$ cat src/hdl/pcit_pkg.sv
// Shared constants and types for the instruction timing sequencer.
// Assumes a single system clock and a code store read in the same cycle.
package pcit_pkg;

  // ==========================================================================
  // Clocking and timing limits
  localparam int unsigned CLK_PERIOD_NS = 10;
  localparam int unsigned CORE_MAX_HZ = 25_000_000; // Rated system clock ceiling
  localparam logic [3:0] MAX_CLOCKS = 4'h8;         // No instruction runs longer
  localparam logic [3:0] MUL_CLOCKS = 4'h4;
  localparam logic [3:0] DIV_CLOCKS = 4'h8;
  localparam int unsigned INSTR_COUNT = 109;        // Distinct instructions decoded

  // ==========================================================================
  // Reset values and the spare opcode
  localparam logic [15:0] RESET_PC = 16'h0000;
  localparam logic [7:0] NOP_OPCODE = 8'h00;
  localparam logic [7:0] SPARE_OPCODE = 8'ha5;      // Runs as a no-operation

  // ==========================================================================
  // Execution classes steering the datapath and memory strobes
  typedef enum logic [3:0] {
    CLS_PLAIN  = 4'h0,
    CLS_COND   = 4'h1,
    CLS_JUMP   = 4'h2,
    CLS_MUL    = 4'h3,
    CLS_DIV    = 4'h4,
    CLS_XRD    = 4'h5,
    CLS_XWR    = 4'h6,
    CLS_CODERD = 4'h7
  } pcit_cls_e;

  // Per-opcode timing record
  typedef struct packed {
    logic [1:0] len;   // Program bytes
    logic [3:0] clk;   // Clocks, not-taken count for conditional branches
    pcit_cls_e cls;
  } pcit_dec_s;

  // Sequencer states, one-hot
  typedef enum logic [2:0] {
    ST_FETCH   = 3'b001,
    ST_EXEC    = 3'b010,
    ST_DISCARD = 3'b100
  } pcit_state_e;

endpackage

$ cat src/hdl/pcit_exec_ctrl.sv
// Execution control of a pipelined eight-bit controller core: opcode timing
// decode, operand byte capture, program counter sequencing and memory strobes.
// Assumes the code store returns CODE_DATA for CODE_ADDR within the same cycle
// and that the datapath supplies branch condition and target on this clock.
module pcit_exec_ctrl (
  input wire logic CLK,                     // System clock
  input wire logic RST,                     // Asynchronous reset, active high
  output logic [15:0] CODE_ADDR,            // Program fetch address
  input wire logic [7:0] CODE_DATA,         // Program byte at CODE_ADDR
  input wire logic BR_COND,                 // Branch condition from datapath
  input wire logic [15:0] BR_TARGET,        // Jump or branch destination
  input wire logic PROG_STORE_WE,           // Program store write enable bit
  output logic [7:0] OPCODE,                // Opcode of current instruction
  output logic [7:0] OPERAND1,              // Second program byte
  output logic [7:0] OPERAND2,              // Third program byte
  output pcit_pkg::pcit_cls_e EXEC_CLASS,   // Class of current instruction
  output logic [3:0] EXEC_CYCLE,            // Clock index within instruction
  output logic EXEC_LAST,                   // Final execute clock of a multi-clock instruction
  output logic MULDIV_STEP,                 // Iteration enable for multiply/divide
  output logic ONCHIP_EXTERNAL_RAM_SPACE_RD,                     // On-chip external RAM read strobe
  output logic ONCHIP_EXTERNAL_RAM_SPACE_WR,                     // On-chip external RAM write strobe
  output logic FLASH_WR,                    // Program flash byte write strobe
  output logic FLASH_RD,                    // Program flash data byte read strobe
  output logic INSTR_DONE                   // Pulse after each instruction retires
);

  // ==========================================================================
  // Opcode timing table
  // Grouped by low nibble as the opcode map is laid out; unlisted codes fall
  // to their nibble's default record; the spare opcode has its own explicit row.
  function automatic pcit_pkg::pcit_dec_s decode(input logic [7:0] op);
    pcit_pkg::pcit_dec_s d;
    d = '{len: 2'h1, clk: 4'h1, cls: pcit_pkg::CLS_PLAIN};
    case (op[3:0])
      // Low nibble 0: no-operation, bit-test branches, carry and zero branches,
      // short jump, data pointer load, boolean carry ops, stack push and pop,
      // and the data-pointer external moves. Conditional rows carry the
      // not-taken count; the sequencer adds the discard clock when taken.
      4'h0: begin
        case (op[7:4])
          4'h0: d = '{len: 2'h1, clk: 4'h1, cls: pcit_pkg::CLS_PLAIN};
          4'h1, 4'h2, 4'h3: d = '{len: 2'h3, clk: 4'h3, cls: pcit_pkg::CLS_COND};
          4'h4, 4'h5, 4'h6, 4'h7: d = '{len: 2'h2, clk: 4'h2, cls: pcit_pkg::CLS_COND};
          4'h8: d = '{len: 2'h2, clk: 4'h3, cls: pcit_pkg::CLS_JUMP};
          4'h9: d = '{len: 2'h3, clk: 4'h3, cls: pcit_pkg::CLS_PLAIN};
          4'he: d = '{len: 2'h1, clk: 4'h3, cls: pcit_pkg::CLS_XRD};
          4'hf: d = '{len: 2'h1, clk: 4'h3, cls: pcit_pkg::CLS_XWR};
          default: d = '{len: 2'h2, clk: 4'h2, cls: pcit_pkg::CLS_PLAIN};
        endcase
      end
      // Low nibble 1: every row is an absolute jump or call within the page,
      // so the whole column shares one record
      4'h1: d = '{len: 2'h2, clk: 4'h3, cls: pcit_pkg::CLS_JUMP};
      // Low nibble 2: long jump and call, the two returns, the register
      // indirect external moves, and the accumulator-into-direct logic and
      // bit operations that all run two bytes in two clocks.
      // Returns are one byte but spend five clocks reloading the counter.
      4'h2: begin
        case (op[7:4])
          4'h0, 4'h1: d = '{len: 2'h3, clk: 4'h4, cls: pcit_pkg::CLS_JUMP};
          4'h2, 4'h3: d = '{len: 2'h1, clk: 4'h5, cls: pcit_pkg::CLS_JUMP};
          4'he: d = '{len: 2'h1, clk: 4'h3, cls: pcit_pkg::CLS_XRD};
          4'hf: d = '{len: 2'h1, clk: 4'h3, cls: pcit_pkg::CLS_XWR};
          default: d = '{len: 2'h2, clk: 4'h2, cls: pcit_pkg::CLS_PLAIN};
        endcase
      end
      // Low nibble 3: immediate-into-direct logic, indirect jump, both code
      // byte moves, the remaining external moves, and one-clock rotates,
      // carry ops and the data pointer increment.
      // Code byte moves raise the flash read strobe in their last clock.
      4'h3: begin
        case (op[7:4])
          4'h4, 4'h5, 4'h6: d = '{len: 2'h3, clk: 4'h3, cls: pcit_pkg::CLS_PLAIN};
          4'h7: d = '{len: 2'h1, clk: 4'h3, cls: pcit_pkg::CLS_JUMP};
          4'h8, 4'h9: d = '{len: 2'h1, clk: 4'h3, cls: pcit_pkg::CLS_CODERD};
          4'he: d = '{len: 2'h1, clk: 4'h3, cls: pcit_pkg::CLS_XRD};
          4'hf: d = '{len: 2'h1, clk: 4'h3, cls: pcit_pkg::CLS_XWR};
          default: d = '{len: 2'h1, clk: 4'h1, cls: pcit_pkg::CLS_PLAIN};
        endcase
      end
      // Low nibble 4: immediate-to-accumulator arithmetic and logic, the
      // multiply and divide iterations, compare-immediate branch, and the
      // one-clock accumulator ops such as increment, swap and clear.
      // Divide is the longest record; nothing may exceed it.
      4'h4: begin
        case (op[7:4])
          4'h2, 4'h3, 4'h4, 4'h5, 4'h6, 4'h7, 4'h9: d = '{len: 2'h2, clk: 4'h2, cls: pcit_pkg::CLS_PLAIN};
          4'h8: d = '{len: 2'h1, clk: pcit_pkg::DIV_CLOCKS, cls: pcit_pkg::CLS_DIV};
          4'ha: d = '{len: 2'h1, clk: pcit_pkg::MUL_CLOCKS, cls: pcit_pkg::CLS_MUL};
          4'hb: d = '{len: 2'h3, clk: 4'h3, cls: pcit_pkg::CLS_COND};
          default: d = '{len: 2'h1, clk: 4'h1, cls: pcit_pkg::CLS_PLAIN};
        endcase
      end
      // Low nibble 5: direct-byte forms, the three-byte moves, the spare
      // code that must time exactly as a no-operation, compare-direct and
      // decrement-direct branches.
      // Keeping the spare code here makes its one-clock record explicit.
      4'h5: begin
        case (op[7:4])
          4'h7, 4'h8: d = '{len: 2'h3, clk: 4'h3, cls: pcit_pkg::CLS_PLAIN};
          4'ha: d = '{len: 2'h1, clk: 4'h1, cls: pcit_pkg::CLS_PLAIN};
          4'hb, 4'hd: d = '{len: 2'h3, clk: 4'h3, cls: pcit_pkg::CLS_COND};
          default: d = '{len: 2'h2, clk: 4'h2, cls: pcit_pkg::CLS_PLAIN};
        endcase
      end
      // Low nibbles 6 and 7: pointer-indirect RAM forms. Most take two clocks
      // for one byte because the pointer is read before the operand; the
      // immediate and direct moves into RAM are two bytes, and the compare
      // through the pointer is the only four/five clock branch.
      4'h6, 4'h7: begin
        case (op[7:4])
          4'h7, 4'h8, 4'ha: d = '{len: 2'h2, clk: 4'h2, cls: pcit_pkg::CLS_PLAIN};
          4'hb: d = '{len: 2'h3, clk: 4'h4, cls: pcit_pkg::CLS_COND};
          default: d = '{len: 2'h1, clk: 4'h2, cls: pcit_pkg::CLS_PLAIN};
        endcase
      end
      // Low nibbles 8 to f: working register forms. Arithmetic and
      // increment run in one clock; moves with a byte operand take two,
      // compare-immediate takes three, decrement-and-branch two.
      // One shared record per row keeps the table small.
      default: begin
        case (op[7:4])
          4'h7, 4'h8, 4'ha: d = '{len: 2'h2, clk: 4'h2, cls: pcit_pkg::CLS_PLAIN};
          4'hb: d = '{len: 2'h3, clk: 4'h3, cls: pcit_pkg::CLS_COND};
          4'hd: d = '{len: 2'h2, clk: 4'h2, cls: pcit_pkg::CLS_COND};
          default: d = '{len: 2'h1, clk: 4'h1, cls: pcit_pkg::CLS_PLAIN};
        endcase
      end
    endcase
    return d;
  endfunction

  // ==========================================================================
  // Sequencer state
  // Three states are enough: fetch overlaps the previous instruction's end,
  // execute counts the remaining clocks, discard burns the one clock a taken
  // conditional branch needs. A limitation: the code store must answer in the
  // same cycle; a registered store would need an extra wait state here.
  // The clock index is cleared whenever the sequencer sits in fetch so that
  // downstream logic never mistakes a one-clock instruction for a longer one.
  // Decode records are held for the whole instruction so the strobes never
  // see the next opcode's class before retirement.
  pcit_pkg::pcit_state_e state_q;
  pcit_pkg::pcit_dec_s dec_q;
  pcit_pkg::pcit_dec_s dec_now;
  logic [15:0] pc_q;
  logic [3:0] cyc_q;
  logic [7:0] opcode_q;
  logic [7:0] opnd1_q;
  logic [7:0] opnd2_q;
  logic done_q;
  logic last_exec;
  logic take_byte;

  // Decode straight off the code store in the fetch clock
  assign dec_now = decode(CODE_DATA);

  // Final clock of a multi-clock instruction, counted in system clocks only
  assign last_exec = (state_q == pcit_pkg::ST_EXEC) && (cyc_q == dec_q.clk - 4'h1);

  // Operand bytes are consumed only while the index is inside the length
  assign take_byte = (state_q == pcit_pkg::ST_EXEC) && (cyc_q < {2'h0, dec_q.len});

  // State transitions
  // One-clock instructions stay in fetch, so back-to-back single clocks run
  // at one per cycle. The branch condition is only looked at in the last
  // execute clock; the datapath must have it settled by then.
  always_ff @(posedge CLK or posedge RST) begin
    if (RST) begin
      state_q <= pcit_pkg::ST_FETCH;
    end else begin
      case (state_q)
        pcit_pkg::ST_FETCH: begin
          if (dec_now.clk != 4'h1) begin
            state_q <= pcit_pkg::ST_EXEC;
          end
        end
        pcit_pkg::ST_EXEC: begin
          if (last_exec) begin
            if (dec_q.cls == pcit_pkg::CLS_COND && BR_COND) begin
              state_q <= pcit_pkg::ST_DISCARD;
            end else begin
              state_q <= pcit_pkg::ST_FETCH;
            end
          end
        end
        pcit_pkg::ST_DISCARD: state_q <= pcit_pkg::ST_FETCH;
        default: state_q <= pcit_pkg::ST_FETCH;
      endcase
    end
  end

  // Clock index within the instruction; fetch clock is index zero
  always_ff @(posedge CLK or posedge RST) begin
    if (RST) begin
      cyc_q <= 4'h0;
    end else if (state_q == pcit_pkg::ST_FETCH) begin
      // Only a multi-clock instruction leaves fetch; a one-clock one keeps index zero
      cyc_q <= (dec_now.clk != 4'h1) ? 4'h1 : 4'h0;
    end else if (state_q == pcit_pkg::ST_EXEC && !last_exec) begin
      cyc_q <= cyc_q + 4'h1;
    end else begin
      cyc_q <= 4'h0;
    end
  end

  // Program counter; on a taken branch the prefetched byte is dropped and the
  // target is loaded in the spare clock, so no stale opcode enters decode
  always_ff @(posedge CLK or posedge RST) begin
    if (RST) begin
      pc_q <= pcit_pkg::RESET_PC;
    end else if (state_q == pcit_pkg::ST_DISCARD) begin
      pc_q <= BR_TARGET;
    end else if (last_exec && dec_q.cls == pcit_pkg::CLS_JUMP) begin
      pc_q <= BR_TARGET;
    end else if (state_q == pcit_pkg::ST_FETCH || take_byte) begin
      pc_q <= pc_q + 16'h0001;
    end
  end

  // Instruction record and operand capture
  always_ff @(posedge CLK or posedge RST) begin
    if (RST) begin
      opcode_q <= pcit_pkg::NOP_OPCODE;
      dec_q <= '{len: 2'h1, clk: 4'h1, cls: pcit_pkg::CLS_PLAIN};
      opnd1_q <= 8'h00;
      opnd2_q <= 8'h00;
    end else if (state_q == pcit_pkg::ST_FETCH) begin
      opcode_q <= CODE_DATA;
      dec_q <= dec_now;
    end else if (take_byte) begin
      if (cyc_q == 4'h1) begin
        opnd1_q <= CODE_DATA;
      end else begin
        opnd2_q <= CODE_DATA;
      end
    end
  end

  // Retire pulse, one clock after the last clock of any instruction
  // Registered so it never glitches with the branch condition; a taken
  // branch retires from the discard clock instead of its last execute clock.
  always_ff @(posedge CLK or posedge RST) begin
    if (RST) begin
      done_q <= 1'b0;
    end else begin
      done_q <= (state_q == pcit_pkg::ST_FETCH && dec_now.clk == 4'h1)
             || (last_exec && !(dec_q.cls == pcit_pkg::CLS_COND && BR_COND))
             || (state_q == pcit_pkg::ST_DISCARD);
    end
  end

  // ==========================================================================
  // Outputs
  // Memory strobes fire in the last clock so the datapath has settled the
  // address; there is no off-chip bus, only these on-chip targets
  assign ONCHIP_EXTERNAL_RAM_SPACE_RD = last_exec && dec_q.cls == pcit_pkg::CLS_XRD;
  assign ONCHIP_EXTERNAL_RAM_SPACE_WR = last_exec && dec_q.cls == pcit_pkg::CLS_XWR && !PROG_STORE_WE;
  assign FLASH_WR = last_exec && dec_q.cls == pcit_pkg::CLS_XWR && PROG_STORE_WE;
  assign FLASH_RD = last_exec && dec_q.cls == pcit_pkg::CLS_CODERD;
  assign MULDIV_STEP = (state_q == pcit_pkg::ST_EXEC)
                    && (dec_q.cls == pcit_pkg::CLS_MUL || dec_q.cls == pcit_pkg::CLS_DIV);
  assign EXEC_LAST = last_exec;
  assign CODE_ADDR = pc_q;
  assign OPCODE = opcode_q;
  assign OPERAND1 = opnd1_q;
  assign OPERAND2 = opnd2_q;
  assign EXEC_CLASS = dec_q.cls;
  assign EXEC_CYCLE = cyc_q;
  assign INSTR_DONE = done_q;

endmodule

$ cat config.mk
export PLATFORM = sky130hd
export DESIGN_NAME = pcit_exec_ctrl
export DESIGN_NICKNAME = d
export VERILOG_FILES = /design/src/hdl/pcit_pkg.sv /design/src/hdl/pcit_exec_ctrl.sv
export SDC_FILE = /design/constraint.sdc
export NUM_CORES = 1
export LEC_CHECK = 0
export BUFFER_PORTS_ARGS = -buffer_cell sky130_fd_sc_hd__buf_2
export CAP_MARGIN = 0
export CORE_MARGIN = 1
export CORE_UTILIZATION = 40
export CTS_CLUSTER_DIAMETER = 30
export CTS_CLUSTER_SIZE = 12
export DETAILED_ROUTE_END_ITERATION = 6
export PLACE_DENSITY_LB_ADDON = 0.1
export SYNTH_ARGS = -nofsm -noshare
export SYNTH_HDL_FRONTEND = slang
export SYNTH_SLANG_ARGS = --single-unit
$ cat constraint.sdc
create_clock -name CLK -period 3.4 [get_ports CLK]
set_input_delay 0.17 -clock CLK [delete_from_list [all_inputs] [get_ports CLK]]
set_output_delay 0.17 -clock CLK [all_outputs]
set_load 0.01 [all_outputs]
==> out/results.txt, run 1 <==
Outcome = complete, no violations
Vias in the first global route = 2924
Initial antenna violation count = 0
Std cell rows = 33
First-iteration detailed-routing DRC count = 137
Post-synthesis mux area share = 4.72%
GRT overflow = 0
Fillers = 838
Final wirelength = 8920 um
Clock Skews = 0.0106 ns
Largest net degree at the start of global routing = 43
Max H-tree Level = 3
Post-CTS Setup Bufs = 0
Post-Synth Adder-Cell Area = 3.55%
Die W = 95.9 um
Root Buffer = clkbuf_8
Register-to-register setup slack = 0.74 ns
Largest family of logic cells by synthesized area = simple AND/OR/NAND/NOR gates
Power Density = 799 nW/um2
Final net count = 499
Seq/Total Area, Yosys = 40.6%
Switching Share = 41.0%
P_int = 1.94 mW
Peak Freq = 376 MHz
Asr flop ratio synth = 100%
Max cap viols = 0
Vias = 3152
Syn_nets = 434
Yosys reg bits = 57
Crit path largest cell delay = 0.88 ns
FF/Latch Area = 1430 um2
Initial core utilization = 42.1%
Worst slew pin tran = 1.07 ns
Setup TNS = 0 ns
Worst hold path class = primary input to async pin
CP Cell Sequence = inv_1, ha_1, xnor3_1, nand3_1, o32a_1, mux2_1
Post-CTS Hold Buffers = 0
PostCTS Resize Cnt = 0
Mean area per synthesized cell = 8.90 um2
Post-synthesis xor/xnor area fraction = 5.61%
Max Slew Vio Count = 0
Final Hold Violating Endpoints = 0
Drt pass-1 iters = 4
Vias per cell = 5.53
CP top delay family = compound AO/OA/AOI/OAI gates
Clk network pwr share = 16.4%
Synth Area in Simple Gates = 20.7%
Placer Congestion = 0.881
Final setup viols = 0
Peak VDD IR = 285 uV
Post-Syn Area = 3530 um2
Worst slew margin = 28.4%
Multi-input gate area = 1910 um2
Seq pwr share = 39.2%
Max FO, Critical Path = 31
Gr usage total = 20.8%
Layout cells sized above 1 = 26.9%
Post-DP HPWL = 6240 um
Die ar. = 9190 um2
Skew-Pair Late Insertion Delay = 0.34 ns
N_diodes = 0
R2R depth = 6
Net Sw Power = 1.35 mW
Final period util = 78.3%
DRC errors left = 0
Critical path's slowest cell = o32a_1
Compound-gate portion of the synthesized area = 19.2%
Reg-to-Reg End = CODE_ADDR[14]
WP data required = 3.61 ns
RR Startpoint = dec_q[4]
Total CTS buffers = 9
Hold WS = 0.0232 ns
RSZ-0062 raised after global routing = no
CTS tree = built
First-pass GRT wire length = 14500 um
Crit path buffers/inverters = 1
Routed Antenna Nets = 0
Clock sinks = 57
Minimum clock period = 2.66 ns
IO Port Bufs = 81
Die H = 95.9 um
Worst Setup Path Type = register to register
Yosys cell types = 60
P&R area growth vs syn = 16.7%
Overall power = 3.29 mW
Clock Pin Slew Worst Setup and Hold Paths = 0.07 ns
Main synth FF type = dfrtp_1
CP Capture Type = register
Post-synthesis cell count = 396
Area of the core = 8380 um2
CP startpoint kind = register
Logic pwr share = 44.4%
Synth warn = 0
CP arrival = 2.87 ns
P_leak = 1.91 nW
# IOs = 83
Post-synth EDFFs = 0
Clock buffer depth = 2
Post-DR wirelength/cell = 15.6 um
==> Yosys cell counts (all sizes together) (4+ instances only) <==
library cell / count / area, um2
dfrtp: 54 / 1350
a21oi: 24 / 120
nor2: 40 / 150
ha: 10 / 125
mux2: 13 / 146
nand2: 36 / 135
nand2b: 6 / 37.5
nor3: 5 / 25.0
nor2b: 6 / 37.5
o21ai: 33 / 165
and3: 9 / 56.3
inv: 14 / 52.6
xor2: 15 / 131
o211ai: 9 / 72.6
buf: 10 / 62.6
or3b: 4 / 35.0
xnor2: 5 / 43.8
a31oi: 10 / 62.6
or3: 4 / 30.0
nand3: 11 / 55.1
clkbuf: 21 / 80.1
==> worst register-to-register path: stages (launching register included) <==
cell and delay [ns]:
dfstp_2 0.56, inv_1 0.05, ha_1 0.18, xnor3_1 0.35, nand3_1 0.13, o32a_1 0.88, mux2_1 0.40
==> area by class of cell <==
cell class,instances,area share [%]
tap,105,3.19
clock buffer,11,3.43
clock inverter,4,0.486
sequential,57,34.7
multi-input combinational,294,46.3
inverter,14,1.28
timing repair buffer,85,10.6
==> registers in the layout (all words and copies together), names as in the netlist <==
register,count
EXEC_CLASS,3
OPCODE,8
dec_q,6
INSTR_DONE,1
OPERAND1,8
OPERAND2,8
CODE_ADDR,16
EXEC_CYCLE,4
state_q,3
==> metal layers <==
metal / routed length (um) / vias to the layer above / part of all wire (%) / GRT usage (%)
li1: - / 1538 / - / -
met5: 0 / - / 0 / 0
met4: 61 / 0 / 0.68 / 6.09
met3: 492 / 4 / 5.5 / 4.98
met2: 4360 / 95 / 49 / 34.8
met1: 4000 / 1515 / 45 / 26.7
==> how the worst max path moves through the flow <==
| stage | slack, ns | cells past startpoint | end | startpoint |
|---|---|---|---|---|
| 5_1_grt | 0.54 | 6 | CODE_ADDR[14] | dec_q[4] |
| 2_1_floorplan | 1.33 | 7 | FLASH_WR | dec_q[4] |
| 3_5_place_dp | 0.74 | 6 | CODE_ADDR[14] | dec_q[4] |
| 6_report | 0.74 | 6 | CODE_ADDR[14] | dec_q[4] |
| 4_1_cts | 0.73 | 6 | CODE_ADDR[14] | dec_q[4] |
| 3_3_place_gp | 0.78 | 6 | CODE_ADDR[14] | dec_q[4] |
==> placed cells by master (no fill, tap or decap), types with 3 or more instances in the layout <==
| cell type | count |
|---|---|
| nor2_1 | 40 |
| ha_1 | 10 |
| or4_1 | 3 |
| clkinv_2 | 4 |
| nor3_1 | 5 |
| nand4_1 | 3 |
| nor2b_1 | 6 |
| o22ai_1 | 3 |
| xnor2_1 | 5 |
| or3_1 | 3 |
| dfstp_2 | 3 |
| buf_4 | 4 |
| dfrtp_1 | 54 |
| o2111ai_1 | 3 |
| nand2_1 | 36 |
| clkbuf_8 | 10 |
| buf_2 | 81 |
| and3_1 | 9 |
| a31oi_1 | 10 |
| inv_1 | 13 |
| xor2_1 | 15 |
| a21oi_1 | 24 |
| mux2_2 | 12 |
| o211ai_1 | 8 |
| nand2b_1 | 6 |
| o22a_1 | 3 |
| o21ai_0 | 33 |
| nand3_1 | 11 |
| nor4_1 | 3 |
==> power groups by stage <==
stage | combinational [mW] | sequential (mW) | clock (mW)
floorplan | 0.886 | 1.38 | 0
global placement | 1.46 | 1.30 | 0
detailed placement | 1.48 | 1.30 | 0
CTS | 1.48 | 1.29 | 0.560
global route | 1.65 | 1.34 | 0.589
finish | 1.46 | 1.29 | 0.540
==> cells by family after synthesis <==
group | after synthesis
simple gates | 142
compound gates | 105
flops | 57
buf+inv | 45
xor+xnor | 21
mux | 15
fa+ha+maj | 10
other cells | 1
==> stage by stage <==
step / utilization (%) / area, um2 / instances / worst slack, ns
floorplan: - / 3530 / 396 / 1.33
global placement: 47.2 / 3960 / 555 / 0.785
detailed placement: 47.2 / 3960 / 555 / 0.743
CTS: 49.1 / 4120 / 570 / 0.730
global route: 49.1 / 4120 / 570 / 0.538
finish: 49.1 / 4120 / 570 / 0.739
Note: power is estimated with default switching activity, not from simulation.
==> inputs of run 2 (changes only) <==
- clock period: 3.4 -> 2.63 ns (I/O delays scaled with it)
==> run 2 against run 1 <==
Effect of this change:
- the flow now finishes with violations (negative hold slack)
- die area is the same
- critical endpoint is now ONCHIP_EXTERNAL_RAM_SPACE_WR
- power rose by 32%
- non-clock buffer count rose by 9
- combinational power increased by 34%
- wire length rose by 4.4%
- highest routed layer unchanged
- critical path type is now register to output pin
- largest power group unchanged
==> out/results.txt, run 2 (synthesized netlist as in run 1, its figures left out) <==
Outcome = finished with violations (was complete, no violations)
Failing checks = negative hold slack
Minimum clock period = 2.47 ns
N_diodes = 0 (unchanged)
Power Density = 1040 nW/um2 (was 799 nW/um2)
Total CTS buffers = 9 (unchanged)
Critical path's slowest cell = dfstp_2 (was o32a_1)
Placer Congestion = 0.931 (was 0.881)
Largest register FFs = 16 (unchanged)
Final period util = 94.1%
First-pass GRT wire length = 15000 um (was 14500 um)
Area after DPL = 4020 um2 (was 3960 um2)
Std cell rows = 33 (unchanged)
Worst slew pin tran = 0.756 ns (was 1.07 ns)
Crit path from = dec_q[4] (unchanged)
P&R area growth vs syn = 18.9% (was 16.7%)
# IOs = 83 (unchanged)
Logic pwr share = 45.0% (was 44.4%)
Clk network pwr share = 16.5% (was 16.4%)
Largest net degree at the start of global routing = 58 (was 43)
Clock buffer depth = 2 (unchanged)
CP arrival = 2.34 ns (was 2.87 ns)
Gr usage total = 21.4% (was 20.8%)
Post-CTS Setup Bufs = 0 (unchanged)
Pre-CTS setup slack = 0.343 ns (was 0.743 ns)
Max FO, Critical Path = 5 (was 31)
Wl on met1 = 4230 um (was 4000 um)
R2R depth = 8 (was 6)
Most frequent cells in the layout = buf_2, dfrtp_1, nor2_1 (unchanged)
Cell area after layout = 4190 um2 (was 4120 um2)
Uppermost layer routed = met4 (unchanged)
Metal3 WL = 452 um (was 492 um)
CP startpoint kind = register (unchanged)
GRT overflow = 0 (unchanged)
Max Slew Vio Count = 0 (unchanged)
First-iteration detailed-routing DRC count = 153 (was 137)
Max cap viols = 0 (unchanged)
Final Hold Violating Endpoints = 13 (was 0)
CP Capture Type = output pin (was register)
Clock Skews = 0.00713 ns (was 0.0106 ns)
Most common cell after layout, fill and taps aside = buf_2 (unchanged)
Final net count = 508 (was 499)
Worst slew margin = 49.0% (was 28.4%)
Initial core utilization = 42.1% (unchanged)
Die H = 95.9 um (unchanged)
Vias per cell = 5.53 (about the same)
Max H-tree Level = 3 (unchanged)
Die W = 95.9 um (unchanged)
Vias in the first global route = 3007 (was 2924)
Final wirelength = 9310 um (was 8920 um)
Root Buffer = clkbuf_8 (unchanged)
Initial antenna violation count = 0 (unchanged)
P_int = 2.55 mW (was 1.94 mW)
RSZ-0062 raised after global routing = no (unchanged)
WP data required = 2.50 ns (was 3.61 ns)
Drt pass-1 iters = 4 (unchanged)
Final Util = 50.0% (was 49.1%)
Hold WS = -0.0103 ns (was 0.0232 ns)
Post-DP HPWL = 6740 um (was 6240 um)
CP Cell Sequence = inv_1, ha_1, xnor3_1, nand3_1, nor2_2, nand2_1, nor4_2, buf_2 (was inv_1, ha_1, xnor3_1, nand3_1, o32a_1, mux2_1)
Register-to-register setup slack = 0.33 ns (was 0.74 ns)
Clock sinks = 57 (unchanged)
RR Startpoint = dec_q[4] (unchanged)
Vias = 3203 (was 3152)
Switching Share = 41.4% (was 41.0%)
Crit path buffers/inverters = 2 (was 1)
P_leak = 1.95 nW (was 1.91 nW)
Crit path largest cell delay = 0.56 ns (was 0.88 ns)
Worst hold path class = primary input to async pin (unchanged)
IO Port Bufs = 81 (unchanged)
Setup TNS = 0 ns (unchanged)
Final setup viols = 0 (unchanged)
Layout cells sized above 1 = 28.7% (was 26.9%)
CP top delay family = simple AND/OR/NAND/NOR gates (was compound AO/OA/AOI/OAI gates)
Peak VDD IR = 456 uV (was 285 uV)
Die ar. = 9190 um2 (unchanged)
Reg-to-Reg End = CODE_ADDR[1] (was CODE_ADDR[14])
Area of the core = 8380 um2 (unchanged)
Worst Setup Path Type = register to output pin (was register to register)
PnR worst setup slack = 0.156 ns (was 0.739 ns)
DRC errors left = 0 (unchanged)
Net Sw Power = 1.80 mW (was 1.35 mW)
DR WL met2 = 4520 um (was 4360 um)
Routed Antenna Nets = 0 (unchanged)
Skew-Pair Late Insertion Delay = 0.33 ns (was 0.34 ns)
Clock Pin Slew Worst Setup and Hold Paths = 0.07 ns (about the same)
CTS tree = built (unchanged)
Overall power = 4.34 mW (was 3.29 mW)
Seq pwr share = 38.5% (was 39.2%)
Peak Freq = 404 MHz
Post-DR wirelength/cell = 16.1 um (was 15.6 um)
-- run 2: repair_timing --
| action | CTS | global route |
|---|---|---|
| resized for setup | 0 | 2 |
| setup endpoints to repair | 0 | 3 |
| hold buffers | 0 | 0 |
-- run 2: through the flow --
| step | instances | hold slack, ns |
|---|---|---|
| after floorplan | 396 | 0.263 |
| after global placement | 564 | 0.366 |
| after detailed placement | 564 | 0.363 |
| after CTS | 579 | 0.00347 |
| after global routing | 579 | 0.0120 |
| final | 579 | -0.0103 |
-- run 2: how the worst max path moves through the flow --
stage	slack, ns	cells past startpoint	to
floorplan	0.57	6	OPERAND2[0]
global placement	0.40	8	CODE_ADDR[0]
detailed placement	0.34	8	CODE_ADDR[13]
CTS	0.13	8	ONCHIP_EXTERNAL_RAM_SPACE_WR
global route	0.004	8	FLASH_WR
finish	0.16	8	ONCHIP_EXTERNAL_RAM_SPACE_WR
-- run 2: metal layers --
layer / track usage (%) / up-vias
li1: - / 1557
met1: 28.8 / 1541
met2: 33.6 / 95
met3: 5.29 / 10
met4: 6.59 / 0
met5: 0 / -
-- run 2: final cells by class --
cell class                 instances  area, um2
fill                             843       4190
multi-input combinational        294       1910
sequential                        57       1430
timing repair buffer              94        503
clock buffer                      11        141
tap                              105        131
inverter                          14       52.6
clock inverter                     4       20.0
-- run 2: worst reg2reg max path: cells and delay by family, from the launching register on --
| family | cells | cell delay, ns |
|---|---|---|
| adders and majority gates | 1 | 0.19 |
| AOI/OAI and AO/OA | 2 | 0.53 |
| buffers and inverters | 2 | 0.32 |
| DFF | 1 | 0.56 |
| and+or+nand+nor | 2 | 0.24 |
| xor gates and xnor gates | 1 | 0.35 |
-- run 2: power groups by stage --
stage          clock, mW  sequential, mW  combinational (mW)
6_report           0.716            1.67                1.95
5_1_grt            0.778            1.74                2.21
4_1_cts            0.739            1.68                1.97
3_5_place_dp           0            1.69                1.96
3_3_place_gp           0            1.68                1.94
2_1_floorplan          0            1.78                1.15
